<file path="src/core/pfc_pkg.sv">
// package: register map, fields and timing for the program flash write/erase control
package pfc_pkg;
  localparam logic [7:0] PFC_CTRL_ADDR = 8'h8F;
  localparam logic [7:0] PFC_CTRL_RESET = 8'h00;
  localparam int PFC_WE_BIT = 0;
  localparam int PFC_EE_BIT = 1;
  localparam int PFC_ADDR_W = 16;
  localparam int PFC_PAGE_BYTES = 512;
  localparam int PFC_PROG_NS = 40;
  localparam int PFC_ERASE_NS = 200;
  localparam int PFC_CLK_NS = 10;
  localparam int PFC_PROG_CYC = (PFC_PROG_NS + PFC_CLK_NS - 1) / PFC_CLK_NS;
  localparam int PFC_ERASE_CYC = (PFC_ERASE_NS + PFC_CLK_NS - 1) / PFC_CLK_NS;
  typedef enum logic [1:0] {PFC_OP_NONE, PFC_OP_PROG, PFC_OP_ERASE} pfc_op_t;
endpackage

</file>
<file path="src/core/pfc_ctrl.sv">
// program flash write/erase control: register, move-write steering and flash strobes
`timescale 1ns/10ps
// What this block does
// - with write enable set and erase enable clear, move writes program the addressed flash byte
// - with erase and write enable set, move writes erase the addressed page
// - a page erase ignores the data byte of the move write
// - no erase without erase enable; no programming without write enable
// - upper six control bits unused, read zero; register resets to zero
module pfc_ctrl
  import pfc_pkg::*;
#(
  parameter int ADDR_W = pfc_pkg::PFC_ADDR_W,
  parameter int PAGE_BYTES = pfc_pkg::PFC_PAGE_BYTES
) (
  input wire logic mclk, // system clock, 100 MHz
  input wire logic rst_n, // async reset, active low
  input wire logic sfrWr, // special register write strobe
  input wire logic sfrRd, // special register read strobe
  input wire logic [7:0] sfrAddr, // special register address
  input wire logic [7:0] sfrWdata, // special register write data
  output logic [7:0] sfrRdata, // special register read data
  output logic sfrHit, // address selects the control register
  input wire logic moveWr, // external data move write strobe
  input wire logic [ADDR_W-1:0] moveAddr, // move write address
  input wire logic [7:0] moveData, // move write data byte
  output logic moveStall, // core must hold while flash is busy
  output logic ramWr, // write pulse to external data ram
  output logic [ADDR_W-1:0] ramAddr, // external data ram address
  output logic [7:0] ramData, // external data ram data
  output logic flashProg, // one-cycle byte program strobe
  output logic flashErase, // one-cycle page erase strobe
  output logic [ADDR_W-1:0] flashAddr, // byte address or page base
  output logic [7:0] flashData, // byte to program
  output logic flashBusy // flash operation in progress
);
  import pfc_pkg::*;

  // ****************************************
  // control register
  // ****************************************
  logic [1:0] ctrl;
  logic [1:0] next_ctrl;
  logic ctrlSel;

  assign ctrlSel = (sfrAddr == PFC_CTRL_ADDR);
  assign sfrHit = ctrlSel;

  always_comb begin
    next_ctrl = ctrl;
    if (sfrWr && ctrlSel) begin
      next_ctrl = {sfrWdata[PFC_EE_BIT], sfrWdata[PFC_WE_BIT]};
    end
  end

  always_ff @(posedge mclk or negedge rst_n) begin
    if (!rst_n) begin
      ctrl <= PFC_CTRL_RESET[1:0];
    end else begin
      ctrl <= next_ctrl;
    end
  end

  // upper bits have no storage and read as zero
  assign sfrRdata = (sfrRd && ctrlSel) ? {6'h00, ctrl} : 8'h00;

  // ****************************************
  // move write steering
  // ****************************************
  function automatic logic [ADDR_W-1:0] pageBase(input logic [ADDR_W-1:0] a);
    return a & ~(ADDR_W'(PAGE_BYTES - 1));
  endfunction

  logic weOn;
  logic eeOn;
  pfc_op_t op;
  logic busy;
  logic accept;
  assign weOn = ctrl[PFC_WE_BIT];
  assign eeOn = ctrl[PFC_EE_BIT];
  assign moveStall = moveWr && busy;
  assign accept = moveWr && !busy;

  always_comb begin
    op = PFC_OP_NONE;
    if (weOn && eeOn) begin
      op = PFC_OP_ERASE;
    end else if (weOn) begin
      op = PFC_OP_PROG;
    end
  end

  logic next_ramWr;
  logic next_flashProg;
  logic next_flashErase;
  logic [ADDR_W-1:0] next_ramAddr;
  logic [ADDR_W-1:0] next_flashAddr;
  logic [7:0] next_ramData;
  logic [7:0] next_flashData;

  always_comb begin
    next_ramWr = 1'b0;
    next_flashProg = 1'b0;
    next_flashErase = 1'b0;
    next_ramAddr = ramAddr;
    next_ramData = ramData;
    next_flashAddr = flashAddr;
    next_flashData = flashData;
    if (accept) begin
      unique case (op)
        PFC_OP_NONE: begin
          next_ramWr = 1'b1;
          next_ramAddr = moveAddr;
          next_ramData = moveData;
        end
        PFC_OP_PROG: begin
          next_flashProg = 1'b1;
          next_flashAddr = moveAddr;
          next_flashData = moveData;
        end
        PFC_OP_ERASE: begin
          // data byte dropped so every value erases alike
          next_flashErase = 1'b1;
          next_flashAddr = pageBase(moveAddr);
          next_flashData = 8'h00;
        end
        default: begin
        end
      endcase
    end
  end

  always_ff @(posedge mclk or negedge rst_n) begin
    if (!rst_n) begin
      ramWr <= 1'b0;
      flashProg <= 1'b0;
      flashErase <= 1'b0;
      ramAddr <= '0;
      ramData <= 8'h00;
      flashAddr <= '0;
      flashData <= 8'h00;
    end else begin
      ramWr <= next_ramWr;
      flashProg <= next_flashProg;
      flashErase <= next_flashErase;
      ramAddr <= next_ramAddr;
      ramData <= next_ramData;
      flashAddr <= next_flashAddr;
      flashData <= next_flashData;
    end
  end

  // ****************************************
  // busy timing
  // ****************************************
  // busy starts on the strobe cycle so a back-to-back move write stalls
  logic tmrBusy;
  logic [7:0] tmrCycles;
  assign tmrCycles = flashErase ? 8'(PFC_ERASE_CYC) : 8'(PFC_PROG_CYC);

  pfc_flash_timer #(.CNT_W(8)) u_timer (
    .mclk(mclk),
    .rst_n(rst_n),
    .start(flashProg || flashErase),
    .cycles(tmrCycles),
    .busy(tmrBusy)
  );

  assign busy = tmrBusy || flashProg || flashErase;
  assign flashBusy = busy;

  // ****************************************
  // checks
  // ****************************************
  chk_prog_needs_we: assert property (@(posedge mclk) disable iff (!rst_n)
    flashProg |-> $past(weOn) && !$past(eeOn))
    else $error("byte program without write enable only");
  chk_erase_needs_ee: assert property (@(posedge mclk) disable iff (!rst_n)
    flashErase |-> $past(eeOn) && $past(weOn))
    else $error("erase without both enables");
  chk_prog_data: assert property (@(posedge mclk) disable iff (!rst_n)
    accept && op == PFC_OP_PROG |=> flashProg && flashData == $past(moveData)
      && flashAddr == $past(moveAddr))
    else $error("program strobe or data wrong");
  chk_erase_page: assert property (@(posedge mclk) disable iff (!rst_n)
    accept && op == PFC_OP_ERASE |=> flashErase && flashData == 8'h00
      && flashAddr == pageBase($past(moveAddr)))
    else $error("erase strobe or page base wrong");
  chk_ram_pass: assert property (@(posedge mclk) disable iff (!rst_n)
    accept && !weOn |=> ramWr && !flashProg && !flashErase
      && ramData == $past(moveData))
    else $error("move write not passed to ram");
  chk_no_ram_flash: assert property (@(posedge mclk) disable iff (!rst_n)
    ramWr |-> !$past(weOn))
    else $error("ram write while flash writes enabled");
  chk_erase_data_free: assert property (@(posedge mclk) disable iff (!rst_n)
    flashErase |-> flashData == 8'h00)
    else $error("erase carried a data byte");
  chk_reg_readback: assert property (@(posedge mclk) disable iff (!rst_n)
    sfrRd && ctrlSel |-> sfrRdata[7:2] == 6'h00 && sfrRdata[1:0] == ctrl)
    else $error("control readback wrong");
  chk_busy_hold: assert property (@(posedge mclk) disable iff (!rst_n)
    flashProg |-> busy [*5] ##1 !busy)
    else $error("program busy length wrong");

  cov_prog: cover property (@(posedge mclk) disable iff (!rst_n) flashProg);
  cov_erase: cover property (@(posedge mclk) disable iff (!rst_n) flashErase);
  cov_ram: cover property (@(posedge mclk) disable iff (!rst_n) ramWr);
  cov_stall: cover property (@(posedge mclk) disable iff (!rst_n) moveStall);
endmodule

</file>
<file path="src/core/pfc_flash_timer.sv">
// busy timer that holds a flash operation for its required number of cycles
`timescale 1ns/10ps
module pfc_flash_timer #(
  parameter int CNT_W = 8
) (
  input wire logic mclk, // system clock
  input wire logic rst_n, // async reset, active low
  input wire logic start, // load pulse
  input wire logic [CNT_W-1:0] cycles, // cycles to run, at least one
  output logic busy // high while counting
);
  import pfc_pkg::*;
  logic [CNT_W-1:0] count;
  logic [CNT_W-1:0] next_count;

  always_comb begin
    next_count = count;
    if (start) begin
      next_count = cycles;
    end else if (count != '0) begin
      next_count = count - 1'b1;
    end
  end

  always_ff @(posedge mclk or negedge rst_n) begin
    if (!rst_n) begin
      count <= '0;
    end else begin
      count <= next_count;
    end
  end

  assign busy = (count != '0);
endmodule

</file>
<file path="config.mk">
export PLATFORM = sky130hd
export DESIGN_NAME = pfc_ctrl
export DESIGN_NICKNAME = d
export VERILOG_FILES = /design/src/core/pfc_pkg.sv /design/src/core/pfc_ctrl.sv /design/src/core/pfc_flash_timer.sv
export SDC_FILE = /design/constraint.sdc
export NUM_CORES = 1
export LEC_CHECK = 0
export BUFFER_PORTS_ARGS = -buffer_cell sky130_fd_sc_hd__buf_2
export CORE_UTILIZATION = 44
export DETAILED_ROUTE_END_ITERATION = 16
export HOLD_SLACK_MARGIN = 0.1
export PLACE_DENSITY_LB_ADDON = 0.2
export SLEW_MARGIN = 20
export SYNTH_ARGS = -nofsm -noshare
export SYNTH_HDL_FRONTEND = slang
export SYNTH_SLANG_ARGS = --single-unit
</file>
<file path="constraint.sdc">
create_clock -name mclk -period 2.2 [get_ports mclk]
set_input_delay 0.33 -clock mclk [delete_from_list [all_inputs] [get_ports mclk]]
set_output_delay 0.33 -clock mclk [all_outputs]
set_load 0.1 [all_outputs]
</file>
==> results.toml, run 1 <==
[worst_setup_path]
crit_start = "u_timer.count[1]$_DFFE_PN0P_"
r2r_start = "u_timer.count[1]$_DFFE_PN0P_"
critPathMaxFanout = 3
reg2reg_slack_ns = 0.07
worstPathRequired_ns = 1.87
start_kind = "flop"
cp.arrival_ns = 1.82
path_class = "reg2out"
endpoint_kind = "output pin"

[timing]
rsz0062_at_grt = "yes"
finalCriticalPeriod_ns = 2.15
fin_setup_tns_ns = 0
period_share_pct = 97.9
fmax_mhz = 464
tightest_slew_ns = 0.710
hold_violations = 0
fin_skew_ns = 0.00771
worst_hold_slack_ns = 0.225
finalMaxSlewViolations = 0
finalSetupViolCount = 0
slew_headroom_pct = 51.4

[clock_network]
htree_levels = 3
tritoncts = "done"
clock_latency_ns = 0.34
cts_sinks = 61
numCtsBuffers = 9
clk_pin_slew_ns = 0.07
cts_buffer_depth = 2
root_buffer = "clkbuf_8"

[global_route]
grt_max_degree = 62
grt_pass1_vias = 1952
gr-total-overflow = 0
grt_pass1_wl_mm = 9.18
grtUsageTotal_pct = 19.0
antenna_found_initial = 0

[yosys]
yosysWarnings = 0
synthCells = 202
synth_cell_type_count = 34
synthesis.area_um2 = 2750
yosysSeqAreaShare_pct = 55.6
ys_seq_elements = 61
avgSynthCellArea_um2 = 13.6

[placement]
portBuffers = 94
placed_area_um2 = 3370
gp_congestion = 0.771
dp_cells = 373
dp_hpwl_mm = 3.86

[cells_and_area]
layout_common_cells = "buf_2, dfrtp_1, mux2_2"
design_area_um2 = 3740
syn2layout_area_growth_pct = 36.1
multi_input_area_um2 = 1190
antennaDiodeCount = 0
nets = 364
fill_cells = 503
regArea_um2 = 1530
drive_gt1_share_pct = 59.9
layout.cells.non_filler = 397
layout_commonest_cell = "buf_2"

[floorplan]
rows = 28
die_h_um = 81.0
initial_utilization_pct = 46.1
die_area_um2 = 6560
io_pins = 107
core_um2 = 5960
die_w_um = 81.0

[drt]
wl_per_cell_um = 14.3
vias = 1978
final_antenna_net_count = 0
drc = 0
drt_first_pass_iters = 4
drt_iter0_markers = 96
routed_wl_mm = 5.69
vias_per_cell = 4.98

[power]
peakVddDrop_uv = 1350
power.density_nw_per_um2 = 1550
p_leak_nw = 1.91
power_mw = 5.80

[flow_run]
max-cap-violations = 0

[worst_hold_path]
hold_path_class = "in2reg"
hold_start = "moveAddr[9]"

[status]
status = "complete, no violations"
-- power by group --
group	total (mW)	switching, mW	internal [mW]
logic	3.04	2.36	0.680
registers	1.62	0.173	1.44
clock network	1.15	0.445	0.701
-- layout make-up --
type,count,area share [%]
clock buffer,13,4.25
clock inverter,3,1.81
inverter,5,0.502
multi-input combinational,126,31.9
sequential,61,40.9
tap,75,2.51
timing repair buffer,114,18.1
-- final timing paths --
| check | endpoint | depth (start not counted) |
|---|---|---|
| worst max register to register | flashAddr[8]$_DFFE_PN0P_ | 7 |
| worst min register to register | ramAddr[7]$_DFFE_PN0P_ | 1 |
| worst min-delay path | flashAddr[9]$_DFFE_PN0P_ | 2 |
| min in group asynchronous | ramAddr[9]$_DFFE_PN0P_ | 3 |
| worst max-delay path | moveStall | 7 |
| max in group asynchronous | flashProg$_DFF_PN0_ | 3 |
-- metrics by stage --
step                      setup WS [ns]  utilization, %
after floorplan                  -0.197               -
after global placement           0.0606            56.6
after detailed placement         0.0465            56.6
after CTS                        0.0171            62.0
after global routing            -0.0317            62.7
final                            0.0457            62.7
-- cells in the mapped netlist (all sizes together) --
| cell | number | area, um^2 |
|---|---|---|
| o311a | 1 | 10.0 |
| buf | 9 | 72.6 |
| nor3b | 2 | 15.0 |
| nand2 | 4 | 15.0 |
| nor4 | 2 | 27.5 |
| inv | 5 | 18.8 |
| and3 | 4 | 25.0 |
| a21oi | 5 | 25.0 |
| or4 | 4 | 30.0 |
| mux2 | 50 | 638 |
| ha | 2 | 25.0 |
| o21ai | 4 | 20.0 |
| or2 | 2 | 12.5 |
| or3 | 3 | 18.8 |
| a21boi | 1 | 7.51 |
| a211o | 1 | 8.76 |
| nor3 | 3 | 15.0 |
| mux2i | 1 | 10.0 |
| conb | 1 | 3.75 |
| nand2b | 2 | 12.5 |
| nand4 | 2 | 12.5 |
| o31ai | 1 | 7.51 |
| a2111oi | 1 | 8.76 |
| nor2 | 3 | 11.3 |
| xnor2 | 1 | 8.76 |
| clkbuf | 6 | 22.5 |
| dfrtp | 61 | 1530 |
| nor2b | 19 | 119 |
| and3b | 1 | 8.76 |
| or3b | 1 | 8.76 |
-- routing by layer --
layer / routed length, um / global-route usage [%] / vias up
li1: - / - / 922
met1: 2510 / 23.7 / 987
met4: 126 / 9.29 / 0
met3: 285 / 6.29 / 12
met2: 2760 / 29.7 / 57
met5: 0 / 0 / -
-- flip-flops by register name (all words and copies together), names as in the netlist --
| signal | count |
|---|---|
| ctrl | 2 |
| flashErase | 1 |
| flashAddr | 16 |
| flashProg | 1 |
| flashData | 8 |
| u_timer.count | 8 |
| ramAddr | 16 |
| ramData | 8 |
| ramWr | 1 |
-- worst max-delay path: stages (launching register included) --
cell	delay (ns)
dfrtp_1	0.40
inv_2	0.09
ha_4	0.12
or3b_4	0.40
nor2_4	0.09
buf_6	0.12
a21boi_4	0.05
buf_8	0.20
-- cells by family after synthesis --
logic type,after synthesis,synth area share [%]
flops,61,55.6
simple gates,52,12.1
mux,51,23.6
buf+inv,20,4.15
compound gates,14,3.19
fa+ha+maj,2,0.911
other cells,1,0.137
xor+xnor,1,0.319
-- what timing repair did --
action / in CTS / in global routing
gates resized for setup: 12 / 9
setup buffers: 6 / 1
hold buffers: 1 / 0
endpoints found under the hold margin: 61 / 0
setup endpoints to repair: 2 / 14
pin swaps: 1 / 2
Power figures use the tool's default switching activity.
==> run 2, diff against run 1 <==
--- a/config.mk
+++ b/config.mk
@@ -6,8 +6,10 @@
 export NUM_CORES = 1
 export LEC_CHECK = 0
 export BUFFER_PORTS_ARGS = -buffer_cell sky130_fd_sc_hd__buf_2
+export CORE_ASPECT_RATIO = 0.9
 export CORE_UTILIZATION = 44
 export DETAILED_ROUTE_END_ITERATION = 16
+export GPL_TIMING_DRIVEN = 0
 export HOLD_SLACK_MARGIN = 0.1
 export PLACE_DENSITY_LB_ADDON = 0.2
 export SLEW_MARGIN = 20
==> results.toml, run 2 (synthesized netlist as in run 1, its figures left out) <==
[power]
power.density_nw_per_um2 = 1500
pwr-share-clk_pct = 16.8
p_sw_mw = 2.93
p_int_mw = 2.65
p_leak_nw = 1.91
p_comb_share_pct = 53.8
swShare_pct = 52.5
power_mw = 5.58
peakVddDrop_uv = 1060
seqPwrFrac_pct = 29.4

[cells_and_area]
fin_util_pct = 63.4
nets = 371
layout_commonest_cell = "buf_2"
antennaDiodeCount = 0
reg_top3 = "flashAddr x16, ramAddr x16"
layout_common_cells = "buf_2, dfrtp_1, mux2_2"
drive_gt1_share_pct = 60.2
syn2layout_area_growth_pct = 35.2
fill_cells = 475
design_area_um2 = 3710

[drt]
drt-met1-wl_mm = 2.45
drt_first_pass_iters = 4
vias_per_cell = 4.94
final_antenna_net_count = 0
top_layer = "met4"
wl_per_cell_um = 14.2
routed_wl_mm = 5.65
dr_wl_met3_um = 352
met2_length_mm = 2.81
vias = 1960
drt_iter0_markers = 45
drc = 0

[timing]
rsz0062_at_grt = "yes"
finalCriticalPeriod_ns = 2.13
fin_skew_ns = 0.00607
finalMaxSlewViolations = 0
fmax_mhz = 470
period_share_pct = 96.6
worst_hold_slack_ns = 0.228
tightest_slew_ns = 0.747
fin_setup_tns_ns = 0
finalSetupViolCount = 0
slew_headroom_pct = 50.2
hold_violations = 0

[placement]
portBuffers = 94
dp_hpwl_mm = 3.99
gp_congestion = 0.757
placed_area_um2 = 3360

[global_route]
grt_pass1_wl_mm = 9.34
gr-total-overflow = 0
grtUsageTotal_pct = 18.9
grt_pass1_vias = 1935
grt_max_degree = 62
antenna_found_initial = 0

[worst_setup_path]
reg2reg_depth = 7
start_kind = "flop"
endpoint_kind = "output pin"
cp.arrival_ns = 1.80
r2r_end = "flashData[0]$_DFFE_PN0P_"
worstPathRequired_ns = 1.87
path_class = "reg2out"
reg2reg_slack_ns = 0.12
r2r_start = "u_timer.count[1]$_DFFE_PN0P_"
critPathMaxFanout = 4

[worst_hold_path]
hold_path_class = "in2reg"
holdPathStages = 2
hold_start = "sfrWdata[1]"
min_to = "ctrl[1]$_DFFE_PN0P_"

[clock_network]
htree_levels = 3
tritoncts = "done"
cts_buffer_depth = 2
root_buffer = "clkbuf_8"
clock_latency_ns = 0.33
cts_sinks = 61
numCtsBuffers = 9
clk_pin_slew_ns = 0.06

[floorplan]
initial_utilization_pct = 46.9
core_um2 = 5860
die_area_um2 = 6560
die_h_um = 76.9
rows = 26
io_pins = 107
die_w_um = 85.3

[flow_run]
max-cap-violations = 0

[status]
status = "complete, no violations"
-- run 2: worst max-delay path, cell delays in order, from the launching register on --
cell     delay (ns)
dfrtp_1        0.40
or4_4          0.60
nor2_4         0.20
nand2_2        0.09
buf_12         0.18
-- run 2: per-stage QoR --
| step | worst slack (ns) | instances |
|---|---|---|
| 3_3_place_gp | -0.233 | 371 |
| 3_5_place_dp | -0.206 | 371 |
| 5_1_grt | -0.0179 | 397 |
| 2_1_floorplan | -0.197 | 207 |
| 4_1_cts | 0.000824 | 395 |
| 6_report | 0.0738 | 397 |
-- run 2: repair_timing --
item                                    4_1_cts  5_1_grt
hold buffers                                  1        0
hold endpoints to repair                     61        0
pin swaps                                     4        3
buffers inserted                             10        3
resized for setup                            15        7
cloned                                        0        0
endpoints found under the setup margin       42       46
-- run 2: worst max-delay path by stage --
stage	startpoint	endpoint	slack, ns	cells past startpoint
2_1_floorplan	sfrAddr[5]	sfrRdata[0]	-0.20	3
3_3_place_gp	u_timer.count[0]$_DFFE_PN0P_	ramAddr[1]$_DFFE_PN0P_	-0.23	6
3_5_place_dp	u_timer.count[0]$_DFFE_PN0P_	ramData[7]$_DFFE_PN0P_	-0.21	6
4_1_cts	u_timer.count[1]$_DFFE_PN0P_	flashBusy	0.0008	6
5_1_grt	u_timer.count[6]$_DFFE_PN0P_	flashBusy	-0.02	4
6_report	u_timer.count[6]$_DFFE_PN0P_	flashBusy	0.07	4
-- run 2: final cells by class --
type / count / area [um^2] / area share (%)
plain buffers: 13 / 86.3 / 2.33
clock buffers: 12 / 145 / 3.91
clock inverters: 2 / 35.0 / 0.944
inverters: 5 / 18.8 / 0.506
multi-input cells: 126 / 1200 / 32.3
flip-flops and latches: 61 / 1530 / 41.2
well taps: 70 / 87.6 / 2.36
repair buffers: 108 / 611 / 16.5
-- run 2: layer usage --
layer	track usage [%]	vias up
li1	-	936
met1	22.3	959
met2	31.0	61
met3	8.50	4
met4	5.50	0
met5	0	-
-- run 2: power groups by stage --
stage               clock [mW]  combinational [mW]  sequential, mW
floorplan                    0               0.592            3.43
global placement             0                2.80            1.64
detailed placement           0                2.83            1.65
CTS                      0.965                2.97            1.63
global route              1.02                3.12            1.68
finish                   0.936                3.00            1.64
==> run 3, diff against run 2 <==
--- a/config.mk
+++ b/config.mk
@@ -5,13 +5,14 @@
 export SDC_FILE = /design/constraint.sdc
 export NUM_CORES = 1
 export LEC_CHECK = 0
+export ABC_AREA = 1
 export BUFFER_PORTS_ARGS = -buffer_cell sky130_fd_sc_hd__buf_2
-export CORE_ASPECT_RATIO = 0.9
-export CORE_UTILIZATION = 44
+export CORE_ASPECT_RATIO = 0.5
+export CORE_UTILIZATION = 43
 export DETAILED_ROUTE_END_ITERATION = 16
 export GPL_TIMING_DRIVEN = 0
 export HOLD_SLACK_MARGIN = 0.1
-export PLACE_DENSITY_LB_ADDON = 0.2
+export PLACE_DENSITY = 0.75
 export SLEW_MARGIN = 20
 export SYNTH_ARGS = -nofsm -noshare
 export SYNTH_HDL_FRONTEND = slang
==> results.toml, run 3 <==
[yosys]
synth.area.top_cells = "dfrtp_1, nand2_1, nand3_1, buf_6, nor2_1"
synthesis.area_um2 = 2660
synth_edf_count = 0
yosysWarnings = 0
synth_commonest_cells = "nand2_1, dfrtp_1, nand3_1"
synthFlopType = "dfrtp_1"
synthMostInstantiatedCell = "nand2_1"
synthCells = 296
synth_top_area_cell = "dfrtp_1"
synth_top_area_share_pct = 57.3
ys_async_sr_fraction_pct = 100
synth_cell_type_count = 28
yosysSeqAreaShare_pct = 57.3
ys_seq_elements = 61
avgSynthCellArea_um2 = 9.00

[status]
status = "complete, no violations"

[floorplan]
rows = 19
die_area_um2 = 6530
io_pins = 107
die_w_um = 113
core_um2 = 5730
initial_utilization_pct = 46.5
die_h_um = 57.6

[timing]
finalCriticalPeriod_ns = 2.09
tightest_slew_ns = 0.768
fin_setup_tns_ns = 0
fmax_mhz = 478
rsz0062_at_grt = "no"
period_share_pct = 95.1
finalSetupViolCount = 0
hold_violations = 0
fin_skew_ns = 0.00685
finalMaxSlewViolations = 0
slew_headroom_pct = 48.8

[worst_setup_path]
cp.arrival_ns = 1.76
endpoint_kind = "output pin"
path_class = "reg2out"
worstPathRequired_ns = 1.87
crit_path_cell_trace = "clkinv_1 -> clkbuf_2 -> nor2_1 -> buf_4"
max_stage_delay_ns = 0.38
critical-path-slowest-cell = "dfrtp_1"
critPathMaxFanout = 10
start_kind = "flop"

[clock_network]
cts_buffer_depth = 2
cts_sinks = 61
clk_pin_slew_ns = 0.05
htree_levels = 3
tritoncts = "done"
cts_setup_buffers = 0
root_buffer = "clkbuf_16"
numCtsBuffers = 9
clock_latency_ns = 0.32
postCtsHoldBufs = 0

[worst_hold_path]
hold_path_class = "in2async"

[global_route]
grtUsageTotal_pct = 21.8
grt_max_degree = 62
gr-total-overflow = 0
antenna_found_initial = 0
grt_pass1_wl_mm = 10.6
grt_pass1_vias = 2291

[drt]
drt_iter0_markers = 107
wl_per_cell_um = 13.1
drt_first_pass_iters = 5
vias_per_cell = 4.71
routed_wl_mm = 6.47
final_antenna_net_count = 0
drc = 0
dr_wl_met3_um = 333
drt-met1-wl_mm = 2.68
top_layer = "met4"
met2_length_mm = 3.29
vias = 2332

[cells_and_area]
fill_cells = 477
layout_common_cells = "nand2_1, buf_2, dfrtp_1"
antennaDiodeCount = 0
drive_gt1_share_pct = 33.1
layout_commonest_cell = "nand2_1"
multi_input_area_um2 = 972
regArea_um2 = 1530
nets = 453
syn2layout_area_growth_pct = 34.0
reg_top3 = "flashAddr x16, ramAddr x16"

[placement]
portBuffers = 94
gp_congestion = 0.816
dp_hpwl_mm = 4.55

[power]
peakVddDrop_uv = 731
p_leak_nw = 2.09
power.density_nw_per_um2 = 1580
power_mw = 5.63

[flow_run]
max-cap-violations = 0
==> run 3: cell count changes after synthesis, moves of 4 or more <==
cell | before | now
inv_1 | 5 | 10
mux2_2 | 30 | 0
buf_6 | 2 | 8
clkbuf_1 | 6 | 1
mux2_4 | 20 | 0
nand2_1 | 4 | 141
nor2_1 | 3 | 17
nor2b_1 | 19 | 0
or4_1 | 4 | 0
and3_1 | 4 | 0
nand3_1 | 0 | 20
==> run 3: kinds of logic (layout without fill, tap and decap cells) <==
logic type | Yosys count | after routing | share of synthesized area, %
compound gates | 7 | 7 | 1.50
xor+xnor | 3 | 3 | 0.987
fa+ha+maj | 2 | 2 | 0.940
buf+inv | 28 | 138 | 7.14
flops | 61 | 61 | 57.3
other cells | 1 | 6 | 0.141
simple gates | 194 | 194 | 32.0
==> run 3: area by class of cell <==
| class | count | area share (%) |
|---|---|---|
| Tap cell | 84 | 2.95 |
| Timing Repair Buffer | 94 | 13.4 |
| Sequential cell | 61 | 42.8 |
| Inverter | 13 | 1.44 |
| Clock inverter | 4 | 1.33 |
| Multi-Input combinational cell | 212 | 27.3 |
| Clock buffer | 12 | 6.91 |
| Buffer | 15 | 3.93 |
==> run 3: final timing paths <==
check                                                to  slack (ns)  depth (start not counted)                          from
max in group asynchronous  u_timer.count[6]$_DFFE_PN0P_        1.61                          1                         rst_n
hold / removal                 flashData[0]$_DFFE_PN0P_        0.08                          1                         rst_n
setup / recovery                            sfrRdata[1]        0.11                          4           ctrl[1]$_DFFE_PN0P_
min in group mclk               ramAddr[10]$_DFFE_PN0P_        0.22                          3                  moveAddr[10]
hold reg to reg                  ramAddr[9]$_DFFE_PN0P_        0.46                          2        ramAddr[9]$_DFFE_PN0P_
setup reg to reg                ramAddr[12]$_DFFE_PN0P_        0.44                          9  u_timer.count[4]$_DFFE_PN0P_
==> run 3: worst max-delay path, delay by kind of cell (launching register included) <==
kind / cells / cell delay, ns
buf+inv: 3 / 0.91
flops: 1 / 0.38
simple gates: 1 / 0.15
==> run 3: repair_timing <==
item,in CTS,in global routing
pin swaps,0,1
setup endpoints to repair,1,2
gates resized for setup,1,4
==> run 3: per-layer routing <==
| layer | track usage, % | vias to the layer above |
|---|---|---|
| met2 | 37.4 | 88 |
| li1 | - | 1126 |
| met4 | 10.9 | 0 |
| met3 | 7.01 | 18 |
| met1 | 25.2 | 1100 |
| met5 | 0 | - |
==> run 3: metrics by stage <==
step,setup WS (ns),util (%),hold slack [ns],cell area (um^2),instances
2_1_floorplan,-0.381,-,0.0344,2690,301
3_3_place_gp,0.207,57.0,0.451,3260,479
3_5_place_dp,0.162,57.0,0.453,3270,479
4_1_cts,0.0249,62.2,0.109,3560,495
5_1_grt,0.00396,62.3,0.140,3570,495
6_report,0.107,62.3,0.0757,3570,495
==> run 3: power by group <==
part | internal, mW | switching [mW] | total (mW)
registers | 1.43 | 0.190 | 1.62
clock network | 0.903 | 0.468 | 1.37
logic | 0.401 | 2.24 | 2.64
total | 2.74 | 2.90 | 5.63
